File: src/shared/eimon_params.svh
// engine interface monitor: register offsets, fields, resets and timing
`ifndef EIMON_PARAMS_SVH
`define EIMON_PARAMS_SVH
`define EIMON_CLK_HZ        40000000
`define EIMON_STOP_S        10
`define EIMON_CHK_DLY_S     3
`define EIMON_CHK_LEN_S     2
`define EIMON_MAINT_FIRST_H 50
`define EIMON_MAINT_NEXT_H  125
`define EIMON_SEC_PER_H     3600
`define EIMON_ALT_PPR_X100  1029
// register byte offsets
`define EIMON_REG_CFG       5'h00
`define EIMON_REG_STATUS    5'h04
`define EIMON_REG_ALARM     5'h08
`define EIMON_REG_RPM       5'h0C
`define EIMON_REG_MAINT     5'h10
`define EIMON_REG_CAL       5'h14
`define EIMON_REG_CTRL      5'h18
`define EIMON_REG_SENS      5'h1C
// cfg fields
`define EIMON_CFG_ENG_LSB   0
`define EIMON_CFG_POS_LSB   3
`define EIMON_CFG_SEND_BIT  5
`define EIMON_CFG_TRIM_BIT  6
`define EIMON_CFG_TACH_BIT  7
`define EIMON_CFG_S1_LSB    8
`define EIMON_CFG_S2_LSB    16
`define EIMON_CFG_LOC_BIT   24
`define EIMON_CFG_DUAL_BIT  25
// reset config: alternate trim type selected
`define EIMON_CFG_RESET     32'h0000_0040
`define EIMON_CAL_RESET     16'h0405
// alarm bit positions
`define EIMON_AL_OIL        0
`define EIMON_AL_CLVL       1
`define EIMON_AL_CTMP       2
`define EIMON_AL_WIF        3
`define EIMON_AL_CHG        4
`define EIMON_AL_VOLT       5
`define EIMON_AL_MAINT      6
`define EIMON_AL_SEC        7
`define EIMON_AL_CHECK      8
`define EIMON_AL_WARN1      9
`endif

File: src/shared/eimon_pkg.sv
// engine interface monitor types
`default_nettype none
package eimon_pkg;
	typedef enum logic [1:0] {
		EIMON_OFF,
		EIMON_RUN,
		EIMON_STOP
	} eimon_pwr_t;
endpackage : eimon_pkg
`default_nettype wire

File: src/verilog/eimon_top.sv
// engine interface monitor: power, alarms, tach, maintenance, wishbone regs
// Notes on behaviour
// - key on: power up, network power on, sample and broadcast data
// - key off: network power off, engine stop held 10 s
// - after stop interval, module enters low power until next key on
// - check-engine alarm starts 3 s after key on, lasts 2 s
// - pass engine alarms; generate voltage, maintenance, security alarms
// - engine stopped: only coolant level, voltage, over-temp, water-in-fuel; check, security and warning alarms still shown
// - maintenance alarm at 50 running hours, then every 125 hours
// - maintenance timer runs only while configuring display is present
// - security active with start command asserts engine stop
// - security input is active low
// - cranking not blocked; security reported as its own alarm
// - security also raised in generic first-level warning
// - engine speed from pickup pulses, ppr 117/129/127/116/97
// - alternator source 10.29 ppr, calibratable from display
// - trim sensor standard or alternate; alternate by default
// - hold display-written configuration incl. engine position
// - sensor 1: fuel, water or waste, descriptor, US/euro scale
// - sensor 2 rudder: 10..180 ohm maps to -40..+40 degrees
// - measured data and alarms broadcast periodically
// - dual helm: start inhibited without second helm connected
// - maintenance reset clears elapsed count regardless of hours
`include "eimon_params.svh"
`default_nettype none
module eimon_top
	import eimon_pkg::*;
#(
	parameter int unsigned SEC_CYCLES = `EIMON_CLK_HZ, // time base tick
	parameter int unsigned BCAST_SEC  = 1              // broadcast period
) (
	input  wire logic        core_clk_i,   // 40 MHz
	input  wire logic        rst_n_i,      // async reset, active low
	input  wire logic        key_on_i,     // ignition key pin
	input  wire logic        start_cmd_i,  // starter request pin
	input  wire logic        security_n_i, // security switch, low active
	input  wire logic        helm2_ok_i,   // second helm harness present
	input  wire logic        tach_pulse_i, // pickup or alternator pulses
	input  wire logic [4:0]  eng_alarm_i,  // oil,clvl,ctmp,wif,chg pins
	input  wire logic        low_volt_i,   // battery below threshold
	input  wire logic        display_i,    // configuring display seen
	input  wire logic [7:0]  sens2_ohm_i,  // sensor 2 sender ohms
	input  wire logic [31:0] wb_adr_i,     // wishbone address
	input  wire logic [31:0] wb_dat_i,     // wishbone write data
	input  wire logic [3:0]  wb_sel_i,     // byte enables
	input  wire logic        wb_we_i,      // write
	input  wire logic        wb_cyc_i,     // cycle
	input  wire logic        wb_stb_i,     // strobe
	output logic      [31:0] wb_dat_o,     // read data
	output logic             wb_ack_o,     // ack
	output logic             wb_err_o,     // unmapped address
	output logic             mod_pwr_o,    // module powered
	output logic             net_pwr_o,    // network supply
	output logic             eng_stop_o,   // engine stop / fuel cut
	output logic             start_en_o,   // starter permitted
	output logic             buzzer_o,     // audible alarm
	output logic             bcast_o,      // broadcast strobe, one cycle
	output logic      [9:0]  alarm_o       // reported alarm word
);
	localparam int unsigned STOP_S = `EIMON_STOP_S;
	localparam int unsigned CHK_LO = `EIMON_CHK_DLY_S;
	localparam int unsigned CHK_HI = `EIMON_CHK_DLY_S + `EIMON_CHK_LEN_S;
	localparam int unsigned M_FIRST = `EIMON_MAINT_FIRST_H;
	localparam int unsigned M_NEXT = `EIMON_MAINT_NEXT_H;
	initial begin
		if (SEC_CYCLES < 2 || BCAST_SEC < 1 || BCAST_SEC > 256)
			$error("eimon_top: bad time base parameters");
	end

	logic rst_s1_q, rst_n;
	always_ff @(posedge core_clk_i or negedge rst_n_i) begin
		if (!rst_n_i) begin
			rst_s1_q <= 1'b0;
			rst_n    <= 1'b0;
		end else begin
			rst_s1_q <= 1'b1;
			rst_n    <= rst_s1_q;
		end
	end

	// three-stage pin synchronisers; change accepted when stage 2 == 3
	localparam int NPIN = 11;
	logic [NPIN-1:0] pin_raw, s1_q, s2_q, s3_q, pin_q;
	assign pin_raw = {display_i, low_volt_i, eng_alarm_i, tach_pulse_i,
		helm2_ok_i, start_cmd_i, key_on_i};
	genvar gi;
	generate
		for (gi = 0; gi < NPIN; gi++) begin : g_sync
			always_ff @(posedge core_clk_i or negedge rst_n) begin
				if (!rst_n) begin
					s1_q[gi]  <= 1'b0;
					s2_q[gi]  <= 1'b0;
					s3_q[gi]  <= 1'b0;
					pin_q[gi] <= 1'b0;
				end else begin
					s1_q[gi] <= pin_raw[gi];
					s2_q[gi] <= s1_q[gi];
					s3_q[gi] <= s2_q[gi];
					if (s2_q[gi] == s3_q[gi])
						pin_q[gi] <= s3_q[gi];
				end
			end
		end
	endgenerate
	logic sec_s1_q, sec_s2_q, sec_s3_q, sec_n_q;
	always_ff @(posedge core_clk_i or negedge rst_n) begin
		if (!rst_n) begin
			sec_s1_q <= 1'b1;
			sec_s2_q <= 1'b1;
			sec_s3_q <= 1'b1;
			sec_n_q  <= 1'b1;
		end else begin
			sec_s1_q <= security_n_i;
			sec_s2_q <= sec_s1_q;
			sec_s3_q <= sec_s2_q;
			if (sec_s2_q == sec_s3_q)
				sec_n_q <= sec_s3_q;
		end
	end
	wire key_on   = pin_q[0];
	wire start_rq = pin_q[1];
	wire helm2_ok = pin_q[2];
	wire tach_lvl = pin_q[3];
	wire [4:0] eng_al = pin_q[8:4];
	wire low_volt = pin_q[9];
	wire disp_ok  = pin_q[10];
	wire sec_act  = !sec_n_q;

	// free-running one-second tick
	logic [31:0] tick_cnt_q;
	wire sec_tick = (tick_cnt_q == SEC_CYCLES - 1);
	always_ff @(posedge core_clk_i or negedge rst_n) begin
		if (!rst_n) tick_cnt_q <= 32'h0000_0000;
		else tick_cnt_q <= sec_tick ? 32'h0000_0000 : tick_cnt_q + 32'd1;
	end

	// power sequencing
	eimon_pwr_t pwr_q, pwr_d;
	logic [7:0] sec_cnt_q;
	always_comb begin
		pwr_d = pwr_q;
		case (pwr_q)
			EIMON_OFF:  if (key_on) pwr_d = EIMON_RUN;
			EIMON_RUN:  if (!key_on) pwr_d = EIMON_STOP;
			EIMON_STOP: if (sec_tick && sec_cnt_q == 8'(STOP_S - 1))
				pwr_d = EIMON_OFF;
			default:    pwr_d = EIMON_OFF;
		endcase
	end
	always_ff @(posedge core_clk_i or negedge rst_n) begin
		if (!rst_n) begin
			pwr_q     <= EIMON_OFF;
			sec_cnt_q <= 8'h00;
		end else begin
			pwr_q <= pwr_d;
			if (pwr_d != pwr_q) sec_cnt_q <= 8'h00;
			else if (sec_tick && sec_cnt_q != 8'hFF)
				sec_cnt_q <= sec_cnt_q + 8'd1;
		end
	end
	wire run = (pwr_q == EIMON_RUN);
	// check-engine alarm window, seconds 3..4 after key on
	wire chk_al = run && sec_cnt_q >= 8'(CHK_LO) && sec_cnt_q < 8'(CHK_HI);

	// configuration registers (retained in flops across low power)
	logic [31:0] cfg_q;
	logic [15:0] cal_q;   // alternator ppr x100
	wire [2:0] eng_type = cfg_q[`EIMON_CFG_ENG_LSB +: 3];
	wire       tach_alt = cfg_q[`EIMON_CFG_TACH_BIT];
	wire       dual     = cfg_q[`EIMON_CFG_DUAL_BIT];

	// tach: count pulses per second; rpm = pulses*60*100/ppr100
	logic [15:0] ppr100;
	always_comb begin
		case (eng_type)
			3'd0:    ppr100 = 16'd11700;
			3'd1:    ppr100 = 16'd12900;
			3'd2:    ppr100 = 16'd12700;
			3'd3:    ppr100 = 16'd11600;
			default: ppr100 = 16'd9700;
		endcase
		if (tach_alt) ppr100 = cal_q;
	end
	logic        tach_d1_q;
	logic [15:0] pulse_cnt_q, rpm_q;
	wire tach_edge = tach_lvl && !tach_d1_q;
	wire [31:0] rpm_calc = (32'(pulse_cnt_q) * 32'd6000) /
		((ppr100 == 16'h0000) ? 32'd1 : 32'(ppr100));
	always_ff @(posedge core_clk_i or negedge rst_n) begin
		if (!rst_n) begin
			tach_d1_q   <= 1'b0;
			pulse_cnt_q <= 16'h0000;
			rpm_q       <= 16'h0000;
		end else begin
			tach_d1_q <= tach_lvl;
			if (sec_tick) begin
				rpm_q       <= run ? rpm_calc[15:0] : 16'h0000;
				pulse_cnt_q <= 16'(tach_edge);
			end else if (tach_edge && pulse_cnt_q != 16'hFFFF)
				pulse_cnt_q <= pulse_cnt_q + 16'd1;
		end
	end
	// nonzero rpm from this second's pulse count also counts as running while run
	wire eng_run = (rpm_q != 16'h0000) || (rpm_calc != 32'd0 && run);

	// maintenance timer in running seconds
	logic [31:0] msec_q;
	logic [15:0] due_h_q;
	logic        maint_al_q, m_clr;
	wire [31:0] due_s = 32'(due_h_q) * 32'(`EIMON_SEC_PER_H);
	always_ff @(posedge core_clk_i or negedge rst_n) begin
		if (!rst_n) begin
			msec_q     <= 32'h0000_0000;
			due_h_q    <= 16'(M_FIRST);
			maint_al_q <= 1'b0;
		end else if (m_clr) begin
			msec_q     <= 32'h0000_0000;
			due_h_q    <= 16'(M_FIRST);
			maint_al_q <= 1'b0;
		end else if (disp_ok && eng_run && sec_tick) begin
			msec_q <= msec_q + 32'd1;
			if (msec_q + 32'd1 >= due_s) begin
				maint_al_q <= 1'b1;
				due_h_q    <= due_h_q + 16'(M_NEXT);
			end
		end
	end

	// alarms
	wire sec_al = run && sec_act && start_rq;
	logic [9:0] al_raw;
	assign al_raw = {sec_al, chk_al, sec_al, maint_al_q && disp_ok,
		low_volt, eng_al};
	localparam logic [9:0] ALWAYS_ON = (10'h001 << `EIMON_AL_CLVL) |
		(10'h001 << `EIMON_AL_CTMP) | (10'h001 << `EIMON_AL_WIF) |
		(10'h001 << `EIMON_AL_VOLT) | (10'h001 << `EIMON_AL_CHECK) |
		(10'h001 << `EIMON_AL_SEC) | (10'h001 << `EIMON_AL_WARN1);
	// check and security alarms are shown with engine stopped by design
	wire [9:0] al_now = run ? (eng_run ? al_raw : (al_raw & ALWAYS_ON))
		: 10'h000;

	// broadcast period
	logic [7:0] bc_cnt_q;
	wire bc_fire = run && sec_tick && bc_cnt_q == 8'(BCAST_SEC - 1);
	always_ff @(posedge core_clk_i or negedge rst_n) begin
		if (!rst_n) bc_cnt_q <= 8'h00;
		else if (!run) bc_cnt_q <= 8'h00;
		else if (sec_tick) bc_cnt_q <= bc_fire ? 8'h00 : bc_cnt_q + 8'd1;
	end

	// rudder: 10..180 ohm -> -40..+40, 170 ohm span over 80 degrees
	wire [7:0] ohm_c = (sens2_ohm_i < 8'd10) ? 8'd10 :
		(sens2_ohm_i > 8'd180) ? 8'd180 : sens2_ohm_i;
	wire [15:0] rud_num = 16'(ohm_c - 8'd10) * 16'd80;
	wire [7:0] rudder = 8'(rud_num / 16'd170) - 8'd40;

	// outputs
	always_ff @(posedge core_clk_i or negedge rst_n) begin
		if (!rst_n) begin
			mod_pwr_o  <= 1'b0;
			net_pwr_o  <= 1'b0;
			eng_stop_o <= 1'b0;
			start_en_o <= 1'b0;
			buzzer_o   <= 1'b0;
			bcast_o    <= 1'b0;
			alarm_o    <= 10'h000;
		end else begin
			mod_pwr_o  <= pwr_q != EIMON_OFF;
			net_pwr_o  <= run;
			eng_stop_o <= (pwr_q == EIMON_STOP) || sec_al;
			start_en_o <= run && (!dual || helm2_ok);
			buzzer_o   <= chk_al;
			bcast_o    <= bc_fire;
			if (bc_fire) alarm_o <= al_now;
		end
	end

	// wishbone classic slave, ack one cycle after strobe
	wire        req = wb_cyc_i && wb_stb_i && !wb_ack_o && !wb_err_o;
	wire [4:0]  adr = wb_adr_i[4:0];
	wire        hit = (wb_adr_i[31:5] == 27'h0) && (adr[1:0] == 2'b00);
	wire        wr  = req && hit && wb_we_i;
	wire [31:0] wmask = {{8{wb_sel_i[3]}}, {8{wb_sel_i[2]}},
		{8{wb_sel_i[1]}}, {8{wb_sel_i[0]}}};
	wire [31:0] cfg_w = (cfg_q & ~wmask) | (wb_dat_i & wmask);
	wire [15:0] cal_w = (cal_q & ~wmask[15:0]) | (wb_dat_i[15:0] & wmask[15:0]);
	assign m_clr = wr && adr == `EIMON_REG_CTRL && wb_sel_i[0] && wb_dat_i[0];
	logic [31:0] rd;
	always_comb begin
		case (adr)
			`EIMON_REG_CFG:    rd = cfg_q;
			`EIMON_REG_STATUS: rd = {24'h0, sec_act, eng_run, disp_ok, helm2_ok,
				key_on, eng_stop_o, net_pwr_o, mod_pwr_o};
			`EIMON_REG_ALARM:  rd = {22'h0, al_now};
			`EIMON_REG_RPM:    rd = {16'h0, rpm_q};
			`EIMON_REG_MAINT:  rd = msec_q;
			`EIMON_REG_CAL:    rd = {16'h0, cal_q};
			`EIMON_REG_SENS:   rd = {24'h0, rudder};
			default:           rd = 32'h0000_0000;
		endcase
	end
	always_ff @(posedge core_clk_i or negedge rst_n) begin
		if (!rst_n) begin
			cfg_q    <= `EIMON_CFG_RESET;
			cal_q    <= `EIMON_CAL_RESET;
			wb_ack_o <= 1'b0;
			wb_err_o <= 1'b0;
			wb_dat_o <= 32'h0000_0000;
		end else begin
			wb_ack_o <= req && hit;
			wb_err_o <= req && !hit;
			if (req && hit && !wb_we_i) wb_dat_o <= rd;
			if (wr && adr == `EIMON_REG_CFG) cfg_q <= cfg_w;
			if (wr && adr == `EIMON_REG_CAL) cal_q <= cal_w;
		end
	end

	a_stop_in_off: assert property (@(posedge core_clk_i) disable iff (!rst_n)
		pwr_q == EIMON_STOP |=> eng_stop_o) else $error("stop missing");
	a_net_off_key: assert property (@(posedge core_clk_i) disable iff (!rst_n)
		pwr_q != EIMON_RUN |=> !net_pwr_o) else $error("net pwr on");
	a_buzz_window: assert property (@(posedge core_clk_i) disable iff (!rst_n)
		buzzer_o |-> $past(run) && $past(sec_cnt_q) >= 8'(CHK_LO))
		else $error("buzzer early");
	a_sec_fuel: assert property (@(posedge core_clk_i) disable iff (!rst_n)
		run && sec_act && start_rq |=> eng_stop_o)
		else $error("no fuel cut");
	a_helm_inhib: assert property (@(posedge core_clk_i) disable iff (!rst_n)
		dual && !helm2_ok |=> !start_en_o) else $error("helm start");
	a_supp_stop: assert property (@(posedge core_clk_i) disable iff (!rst_n)
		!eng_run |-> al_now[`EIMON_AL_OIL] == 1'b0)
		else $error("oil alarm leak");
	a_maint_clr: assert property (@(posedge core_clk_i) disable iff (!rst_n)
		m_clr |=> msec_q == 32'h0 && !maint_al_q)
		else $error("maint clear");
	a_warn_sec: assert property (@(posedge core_clk_i) disable iff (!rst_n)
		al_now[`EIMON_AL_SEC] == al_now[`EIMON_AL_WARN1])
		else $error("warning mismatch");
	a_off_end: assert property (@(posedge core_clk_i) disable iff (!rst_n)
		pwr_q == EIMON_STOP && sec_tick && sec_cnt_q == 8'(STOP_S - 1)
		|=> pwr_q == EIMON_OFF) else $error("no power down");
	a_net_on_run: assert property (
		@(posedge core_clk_i) disable iff (!rst_n)
		run |=> net_pwr_o) else $error("net pwr off");
	a_mod_pwr_off: assert property (
		@(posedge core_clk_i) disable iff (!rst_n)
		pwr_q == EIMON_OFF |=> !mod_pwr_o) else $error("module still on");
	a_off_no_stop: assert property (
		@(posedge core_clk_i) disable iff (!rst_n)
		pwr_q == EIMON_OFF |=> !eng_stop_o) else $error("stop in low power");
	a_crank_free: assert property (
		@(posedge core_clk_i) disable iff (!rst_n)
		run && !dual |=> start_en_o) else $error("cranking blocked");
	a_volt_kept: assert property (
		@(posedge core_clk_i) disable iff (!rst_n)
		run |-> al_now[`EIMON_AL_VOLT] == low_volt) else $error("volt alarm");
	a_all_quiet: assert property (
		@(posedge core_clk_i) disable iff (!rst_n)
		!run |-> al_now == 10'h000) else $error("alarm while off");
	a_maint_hold: assert property (
		@(posedge core_clk_i) disable iff (!rst_n)
		!disp_ok && !m_clr |=> msec_q == $past(msec_q))
		else $error("maint ran without display");
	a_bc_pulse: assert property (
		@(posedge core_clk_i) disable iff (!rst_n)
		bcast_o |=> !bcast_o) else $error("broadcast stuck");
	a_chk_end: assert property (
		@(posedge core_clk_i) disable iff (!rst_n)
		buzzer_o |-> $past(sec_cnt_q) < 8'(CHK_HI)) else $error("buzzer late");
	a_ack_one: assert property (
		@(posedge core_clk_i) disable iff (!rst_n)
		wb_ack_o |=> !wb_ack_o) else $error("ack held");
endmodule : eimon_top
`default_nettype wire

File: config.mk
export PLATFORM = sky130hd
export DESIGN_NAME = eimon_top
export DESIGN_NICKNAME = d
export VERILOG_FILES = /design/src/shared/eimon_pkg.sv /design/src/verilog/eimon_top.sv
export VERILOG_INCLUDE_DIRS = /design/src /design/src/shared
export SDC_FILE = /design/constraint.sdc
export NUM_CORES = 2
export LEC_CHECK = 0
export ABC_AREA = 1
export BUFFER_PORTS_ARGS = -buffer_cell sky130_fd_sc_hd__buf_4
export CORE_UTILIZATION = 49
export CTS_BUF_LIST = sky130_fd_sc_hd__clkbuf_8
export DETAILED_ROUTE_END_ITERATION = 10
export PLACE_DENSITY = 0.65
export SLEW_MARGIN = 0
export SYNTH_ARGS = -nofsm -noshare
export SYNTH_HDL_FRONTEND = slang
export SYNTH_SLANG_ARGS = --single-unit
export TNS_END_PERCENT = 100
File: constraint.sdc
create_clock -name core_clk_i -period 11.5 [get_ports core_clk_i]
set_clock_uncertainty 0.15 [all_clocks]
set_input_delay 2.3 -clock core_clk_i [delete_from_list [all_inputs] [get_ports core_clk_i]]
set_output_delay 2.3 -clock core_clk_i [all_outputs]
set_load 0.05 [all_outputs]
# After elaboration in Yosys (flattened, before gate mapping)
# Cells that the tools add are included.
[classes]
n_addsub = 8
n_mul = 3
div = 2
n_lt_le_gt_ge = 5
eq_ne = 30
shifts = 0
n_mux = 29
n_bitwise = 8
n_reduce_logical = 53
[ops]
columns = ["operator", "n"]
rows = [
  ["32-bit case mux with 7 select lines", 1],
  ["16-bit 2-to-1 mux", 8],
  ["32-bit 2-to-1 mux", 3],
  ["32-bit by 1-bit adder with 32-bit output (second input constant)", 2],
  ["32-bit AND", 2],
  ["8-bit 2-to-1 mux", 7],
  ["13-bit case mux with 4 select lines", 1],
  ["16-bit AND", 2],
  ["29-bit by 32-bit divider with 32-bit output", 1],
  ["32-bit by 26-bit == test with 1-bit output (second input constant)", 1],
  ["32-bit by 28-bit greater-or-equal comparator with 1-bit output", 1],
  ["32-bit inverter", 1],
  ["32-bit OR", 1],
  ["32-bit nonzero test", 1],
  ["1-bit logical AND", 28],
  ["27-bit zero test", 1],
  ["16-bit by 9-bit multiplier with 25-bit output (second input constant)", 1],
  ["16-bit by 8-bit multiplier with 24-bit output (second input constant)", 1],
  ["5-bit == test (second input constant)", 4],
  ["16-bit by 1-bit adder with 16-bit output (second input constant)", 1],
  ["16-bit by 7-bit adder with 16-bit output (second input constant)", 1],
  ["8-bit by 1-bit adder with 8-bit output (second input constant)", 2],
  ["16-bit by 8-bit divider with 16-bit output (second input constant)", 1],
  ["16-bit zero test", 1],
  ["other kinds (35)", 65],
]
[word_totals]
ff_bits = 280
latch_bits = 0
ram_bits = 0
rom_bits = 0
elab_cells = 210
n_memories = 0

# Longest topological paths before layout
[logic_depth]
word_depth = 13
mapped_depth = 660

# Worst setup path before layout
# No wires, ideal clock.
[synth_timing]
path_kind = "flip-flop to flip-flop"
startpoint = "register with a tool-made name"
endpoint = "register due_h_q[2]"
setup_time_ns = 0.117
arrival_ns = 82.962
t_required_ns = 11.233
slack_ns = -71.728
path_stages_with_launch = 632
path_buffers = 57
synth_period_minus_slack_ns = 83.228
cell_sequence = "dfrtp_1 > inv_2 > buf_6 > nand2_1 > o22ai_1 > nand2_1 > o41ai_1 > inv_1 > ha_1 > nor2_1 > nor2_1 > nor2_1 > nor3_1 > inv_1 > nor2_1 > ha_1 > inv_1 > o21bai_1 > [596 not listed] > buf_2 > o21ai_0 > ha_1 > a21oi_1 > nor2_1 > a211oi_1 > o221a_2 > nand3_2 > nor3_2 > nand4_1 > nand2_1 > nand2_4 > nand3_4 > nand2_4 > buf_8 > buf_12 > nand3_2 > nand2_2"
[synth_lines]
columns = ["element", "line_no", "text"]
rows = [
  ["end signal, assigned", "eimon_top.sv:214", "due_h_q <= 16'(M_FIRST);"],
  ["end signal, assigned", "eimon_top.sv:218", "due_h_q <= 16'(M_FIRST);"],
  ["end signal, assigned", "eimon_top.sv:224", "due_h_q <= due_h_q + 16'(M_NEXT);"],
  ["end, declared", "eimon_top.sv:208", "logic [15:0] due_h_q;"],
]

# Worst setup path after layout
[layout_timing]
startpoint = "register pulse_cnt_q[9]"
endpoint = "register msec_q[30]"
[layout_between]
elab_chain_cells = 8
[layout_rtl]
columns = ["element", "line_no", "text"]
rows = [
  ["start, declared", "eimon_top.sv:185", "logic [15:0] pulse_cnt_q, rpm_q;"],
  ["start signal, assigned", "eimon_top.sv:198", "pulse_cnt_q <= 16'(tach_edge);"],
  ["start signal, assigned", "eimon_top.sv:200", "pulse_cnt_q <= pulse_cnt_q + 16'd1;"],
  ["16-bit by 9-bit multiplier with 25-bit output", "eimon_top.sv:187", "wire [31:0] rpm_calc = (32'(pulse_cnt_q) * 32'd6000) /"],
  ["29-bit by 32-bit divider with 32-bit output", "eimon_top.sv:187", ""],
  ["32-bit nonzero test", "eimon_top.sv:204", "wire eng_run = (rpm_q != 16'h0000) || (rpm_calc != 32'd0 && run);"],
  ["1-bit logical AND", "eimon_top.sv:204", ""],
  ["1-bit logical OR", "eimon_top.sv:204", ""],
  ["1-bit logical AND (2 in a row)", "eimon_top.sv:220", "end else if (disp_ok && eng_run && sec_tick) begin"],
  ["2-bit nonzero test (no source line)", "n/a", ""],
  ["end signal, assigned", "eimon_top.sv:221", "msec_q <= msec_q + 32'd1;"],
  ["end, declared", "eimon_top.sv:207", "logic [31:0] msec_q;"],
]
# Every way passes these cells.
# A chain may end at the register's enable or synchronous reset.

==> impl_metrics.py <==
metrics = {
    "floorplanning": {
        "core_area_um2": 91700,
        "i_o_pin_cnt": 143,
        "floorplan.initialDensity_pct": 49.5,
        "fp-row-count": 111,
        "die_area_um2": 93900,
        "floorplan.die.width_um": 306,
        "die-height_um": 306,
    },
    "global_routing": {
        "grt_overflow": 0,
        "grt_start_max_net_pins": 87,
        "grt_util_all_layers_pct": 34.1,
        "first_global_vias": 53600,
        "grt_first_pass_wirelength_um": 262000,
        "antenna_found_initial": 5,
    },
    "yosys": {
        "synth.yosys.seq_area_share_pct": 15.4,
        "synthesized_flop_and_latch_total": 279,
        "synth-compound-area-share_pct": 14.8,
        "synthFlopType": "sky130_fd_sc_hd__dfrtp_1",
        "muxShareOfSynthArea_pct": 0.0496,
        "synth_top_cell_area_share_pct": 16.2,
        "ys_top_cells_by_count": "1,403 x sky130_fd_sc_hd__nand2_1, 1,070 x sky130_fd_sc_hd__inv_1, 587 x sky130_fd_sc_hd__ha_1",
        "post_synth_instance_area_um2": 45400,
        "synth-xor-area-share_pct": 8.14,
        "synth_fa_ha_area_share_pct": 20.6,
        "synth_edf_count": 0,
        "synth_top_family_by_area": "simple AND/OR/NAND/NOR gates",
        "ys.warnings.count": 0,
        "per_instance_average_area_after_synthesis_um2": 6.88,
        "netlist-cell-type-count": 104,
        "synthSimpleGateAreaFrac_pct": 29.7,
        "synth_top_cells_by_area": "sky130_fd_sc_hd__ha_1 16%, sky130_fd_sc_hd__dfrtp_1 15%, sky130_fd_sc_hd__nand2_1 12%",
        "yosys.area.top_type": "sky130_fd_sc_hd__ha_1",
        "async_flop_share_pct": 100,
        "syn_inst": 6601,
        "synthMostInstantiatedCell": "sky130_fd_sc_hd__nand2_1",
    },
    "clocking": {
        "tritoncts": "yes",
        "cts_hold_buffers": 0,
        "cts_bufs_inserted": 51,
        "latest_clock_arrival_within_the_worst_skew_pair_ns": 0.72,
        "ctsRootBufferMaster": "sky130_fd_sc_hd__clkbuf_8",
        "clk_path_buf_depth": 3,
        "cts_max_level": 2,
        "clkSlewWorstSetupHoldPaths_ns": 0.07,
        "clock_sink_count": 279,
    },
    "detailed_routing": {
        "vias": 56400,
        "route.detailed.drc": 0,
        "dr.pass1.iters": 6,
        "routed_wirelength_um": 186000,
        "iteration_0_drc_count_of_the_detailed_router": 4506,
        "final_ant_viol_nets": 0,
        "wire_per_inst_um": 18.0,
        "avgViaCountPerCell": 5.48,
    },
    "sta": {
        "timing.slew.headroom_pct": 17.4,
        "final_hold_viol_count": 0,
        "final_setup_violating_endpoints": 72,
        "timing.fmax_mhz": 14.1,
        "tns_ns": -3900.15,
        "fin_worst_setup_slack_ns": -59.36,
        "hold_ws_ns": 0.198,
        "share_of_the_clock_period_used_by_the_worst_path_pct": 616,
        "final_period_demand_of_the_worst_path_ns": 70.86,
        "slew_viol_final": 0,
        "tightestPinTransition_ns": 1.23,
        "unrepaired_setup_endpoints_after_global_routing": "true",
    },
    "worst_setup_path": {
        "end_kind": "register",
        "crit_path_max_incr_delay_ns": 0.56,
        "timing.critical_path.fanout_max": 12,
        "worst_setup_sp_type": "register",
        "crit_path_start": "pulse_cnt_q[9]",
        "cp_common_cell": "sky130_fd_sc_hd__nand2_2",
        "arrival_ns": 71.29,
        "cpMaxStageDelayCell": "sky130_fd_sc_hd__fa_1",
        "cp_data_required_time_ns": 11.93,
        "timing.rr.start": "pulse_cnt_q[9]",
        "category_of_the_critical_setup_timing_path": "register to register",
    },
    "cells_and_area": {
        "final_design_area_no_fill_um2": 70300,
        "syn2layout_area_growth_pct": 54.8,
        "fillCellCount": 6334,
        "final_net_count": 9838,
        "multi_input_combinational_cell_area_um2": 36900,
        "seq_area_um2": 7010,
        "drive_gt1_share_pct": 41.8,
    },
    "run_status": {
        "violations": "setup timing",
        "run_status": "finished, violations left",
    },
    "placed_design": {
        "gpl.final_weighted_congestion": 0.954,
        "post_place_worst_slack_ns": -56.84,
        "port-buffer-count": 142,
        "place_hpwl_um": 120000,
        "dpl_cell_area_um2": 62000,
    },
    "min_path": {
        "hp-class": "register to register",
        "hp-start": "s2_q[9]",
    },
    "run": {
        "cap_viol_max_count": 0,
    },
}
==> placed cells by master, fill, tap and decap left out, types with 29 or more instances in the layout <==
cell type / instances
sky130_fd_sc_hd__a21o_1: 36
sky130_fd_sc_hd__a21oi_1: 269
sky130_fd_sc_hd__a21oi_2: 97
sky130_fd_sc_hd__buf_4: 2452
sky130_fd_sc_hd__buf_6: 38
sky130_fd_sc_hd__clkbuf_8: 58
sky130_fd_sc_hd__dfrtp_1: 258
sky130_fd_sc_hd__fa_1: 93
sky130_fd_sc_hd__ha_1: 514
sky130_fd_sc_hd__ha_4: 71
sky130_fd_sc_hd__inv_1: 1013
sky130_fd_sc_hd__inv_2: 101
sky130_fd_sc_hd__nand2_1: 1232
sky130_fd_sc_hd__nand2_2: 284
sky130_fd_sc_hd__nand2_4: 80
sky130_fd_sc_hd__nand3_1: 305
sky130_fd_sc_hd__nand3_2: 92
sky130_fd_sc_hd__nand4_1: 107
sky130_fd_sc_hd__nor2_1: 351
sky130_fd_sc_hd__nor2_2: 50
sky130_fd_sc_hd__nor2_4: 58
sky130_fd_sc_hd__nor3_1: 61
sky130_fd_sc_hd__nor4_1: 33
sky130_fd_sc_hd__o21ai_0: 295
sky130_fd_sc_hd__o21ai_1: 68
sky130_fd_sc_hd__o21ai_2: 104
sky130_fd_sc_hd__o21ai_4: 36
sky130_fd_sc_hd__o21bai_1: 29
sky130_fd_sc_hd__o22ai_1: 40
sky130_fd_sc_hd__or2_2: 50
sky130_fd_sc_hd__xnor2_1: 145
sky130_fd_sc_hd__xor2_1: 272
==> final timing paths <==
| check | endpoint | slack, ns | cells after the start |
|---|---|---|---|
| worst max-delay path | msec_q[30] | -59.36 | 564 |
| max in group asynchronous | due_h_q[6] | 8.35 | 2 |
| worst max register to register | msec_q[30] | -59.36 | 564 |
| min in group asynchronous | rpm_q[3] | 0.30 | 0 |
| worst min register to register | s3_q[9] | 0.20 | 0 |
| worst min-delay path | s3_q[9] | 0.20 | 0 |
==> metrics by stage <==
stage	utilization (%)	std cells
4_1_cts	72.9	10100
3_5_place_dp	67.7	9647
2_1_floorplan	-	6605
6_report	76.7	10300
5_1_grt	76.7	10300
3_3_place_gp	67.7	9647
==> cell type report <==
cell class,instances,share of cell area [%]
Timing Repair inverter,2,0.0320
Inverter,1135,6.31
Multi-Input combinational cell,5081,52.6
Sequential cell,279,9.98
Clock buffer,58,1.14
Tap cell,1186,2.11
Antenna cell,2,0.00712
Timing Repair Buffer,2514,27.5
Clock inverter,34,0.345
==> routing by layer <==
layer | global-route usage, % | vias up | wire length [um]
met5 | 0 | - | 30
met4 | 16.6 | 4 | 14000
met3 | 4.33 | 1043 | 13900
met2 | 59.8 | 2447 | 87600
met1 | 40.9 | 26300 | 70100
li1 | - | 26500 | -
==> cell families after synthesis <==
| group | count (synthesis) |
|---|---|
| adders and majority gates | 693 |
| buffers and inverters | 1248 |
| xor gates and xnor gates | 421 |
| AOI/OAI and AO/OA | 1152 |
| and+or+nand+nor | 2804 |
| other | 2 |
| DFF | 279 |
| muxes | 2 |
==> worst max-delay path: cells and delay by family (launching register included) <==
family / cells / cell delay (ns)
buffers and inverters: 136 / 14.11
adder cells (fa/ha/maj): 33 / 10.06
flip-flops: 1 / 0.51
AO/OA/AOI/OAI: 163 / 24.21
AND/OR/NAND/NOR: 232 / 21.50
==> what timing repair did <==
| action | in CTS | in global routing |
|---|---|---|
| resized for setup | 211 | 500 |
| setup buffers | 380 | 162 |
| endpoints found under the hold margin | 0 | 0 |
| pin swaps | 289 | 473 |
| gates cloned | 9 | 4 |
| setup endpoints to repair | 72 | 74 |
Power is left out: the tool's default activity adds up to more than one toggle a clock period on the data nets, which glitch-free logic cannot reach.
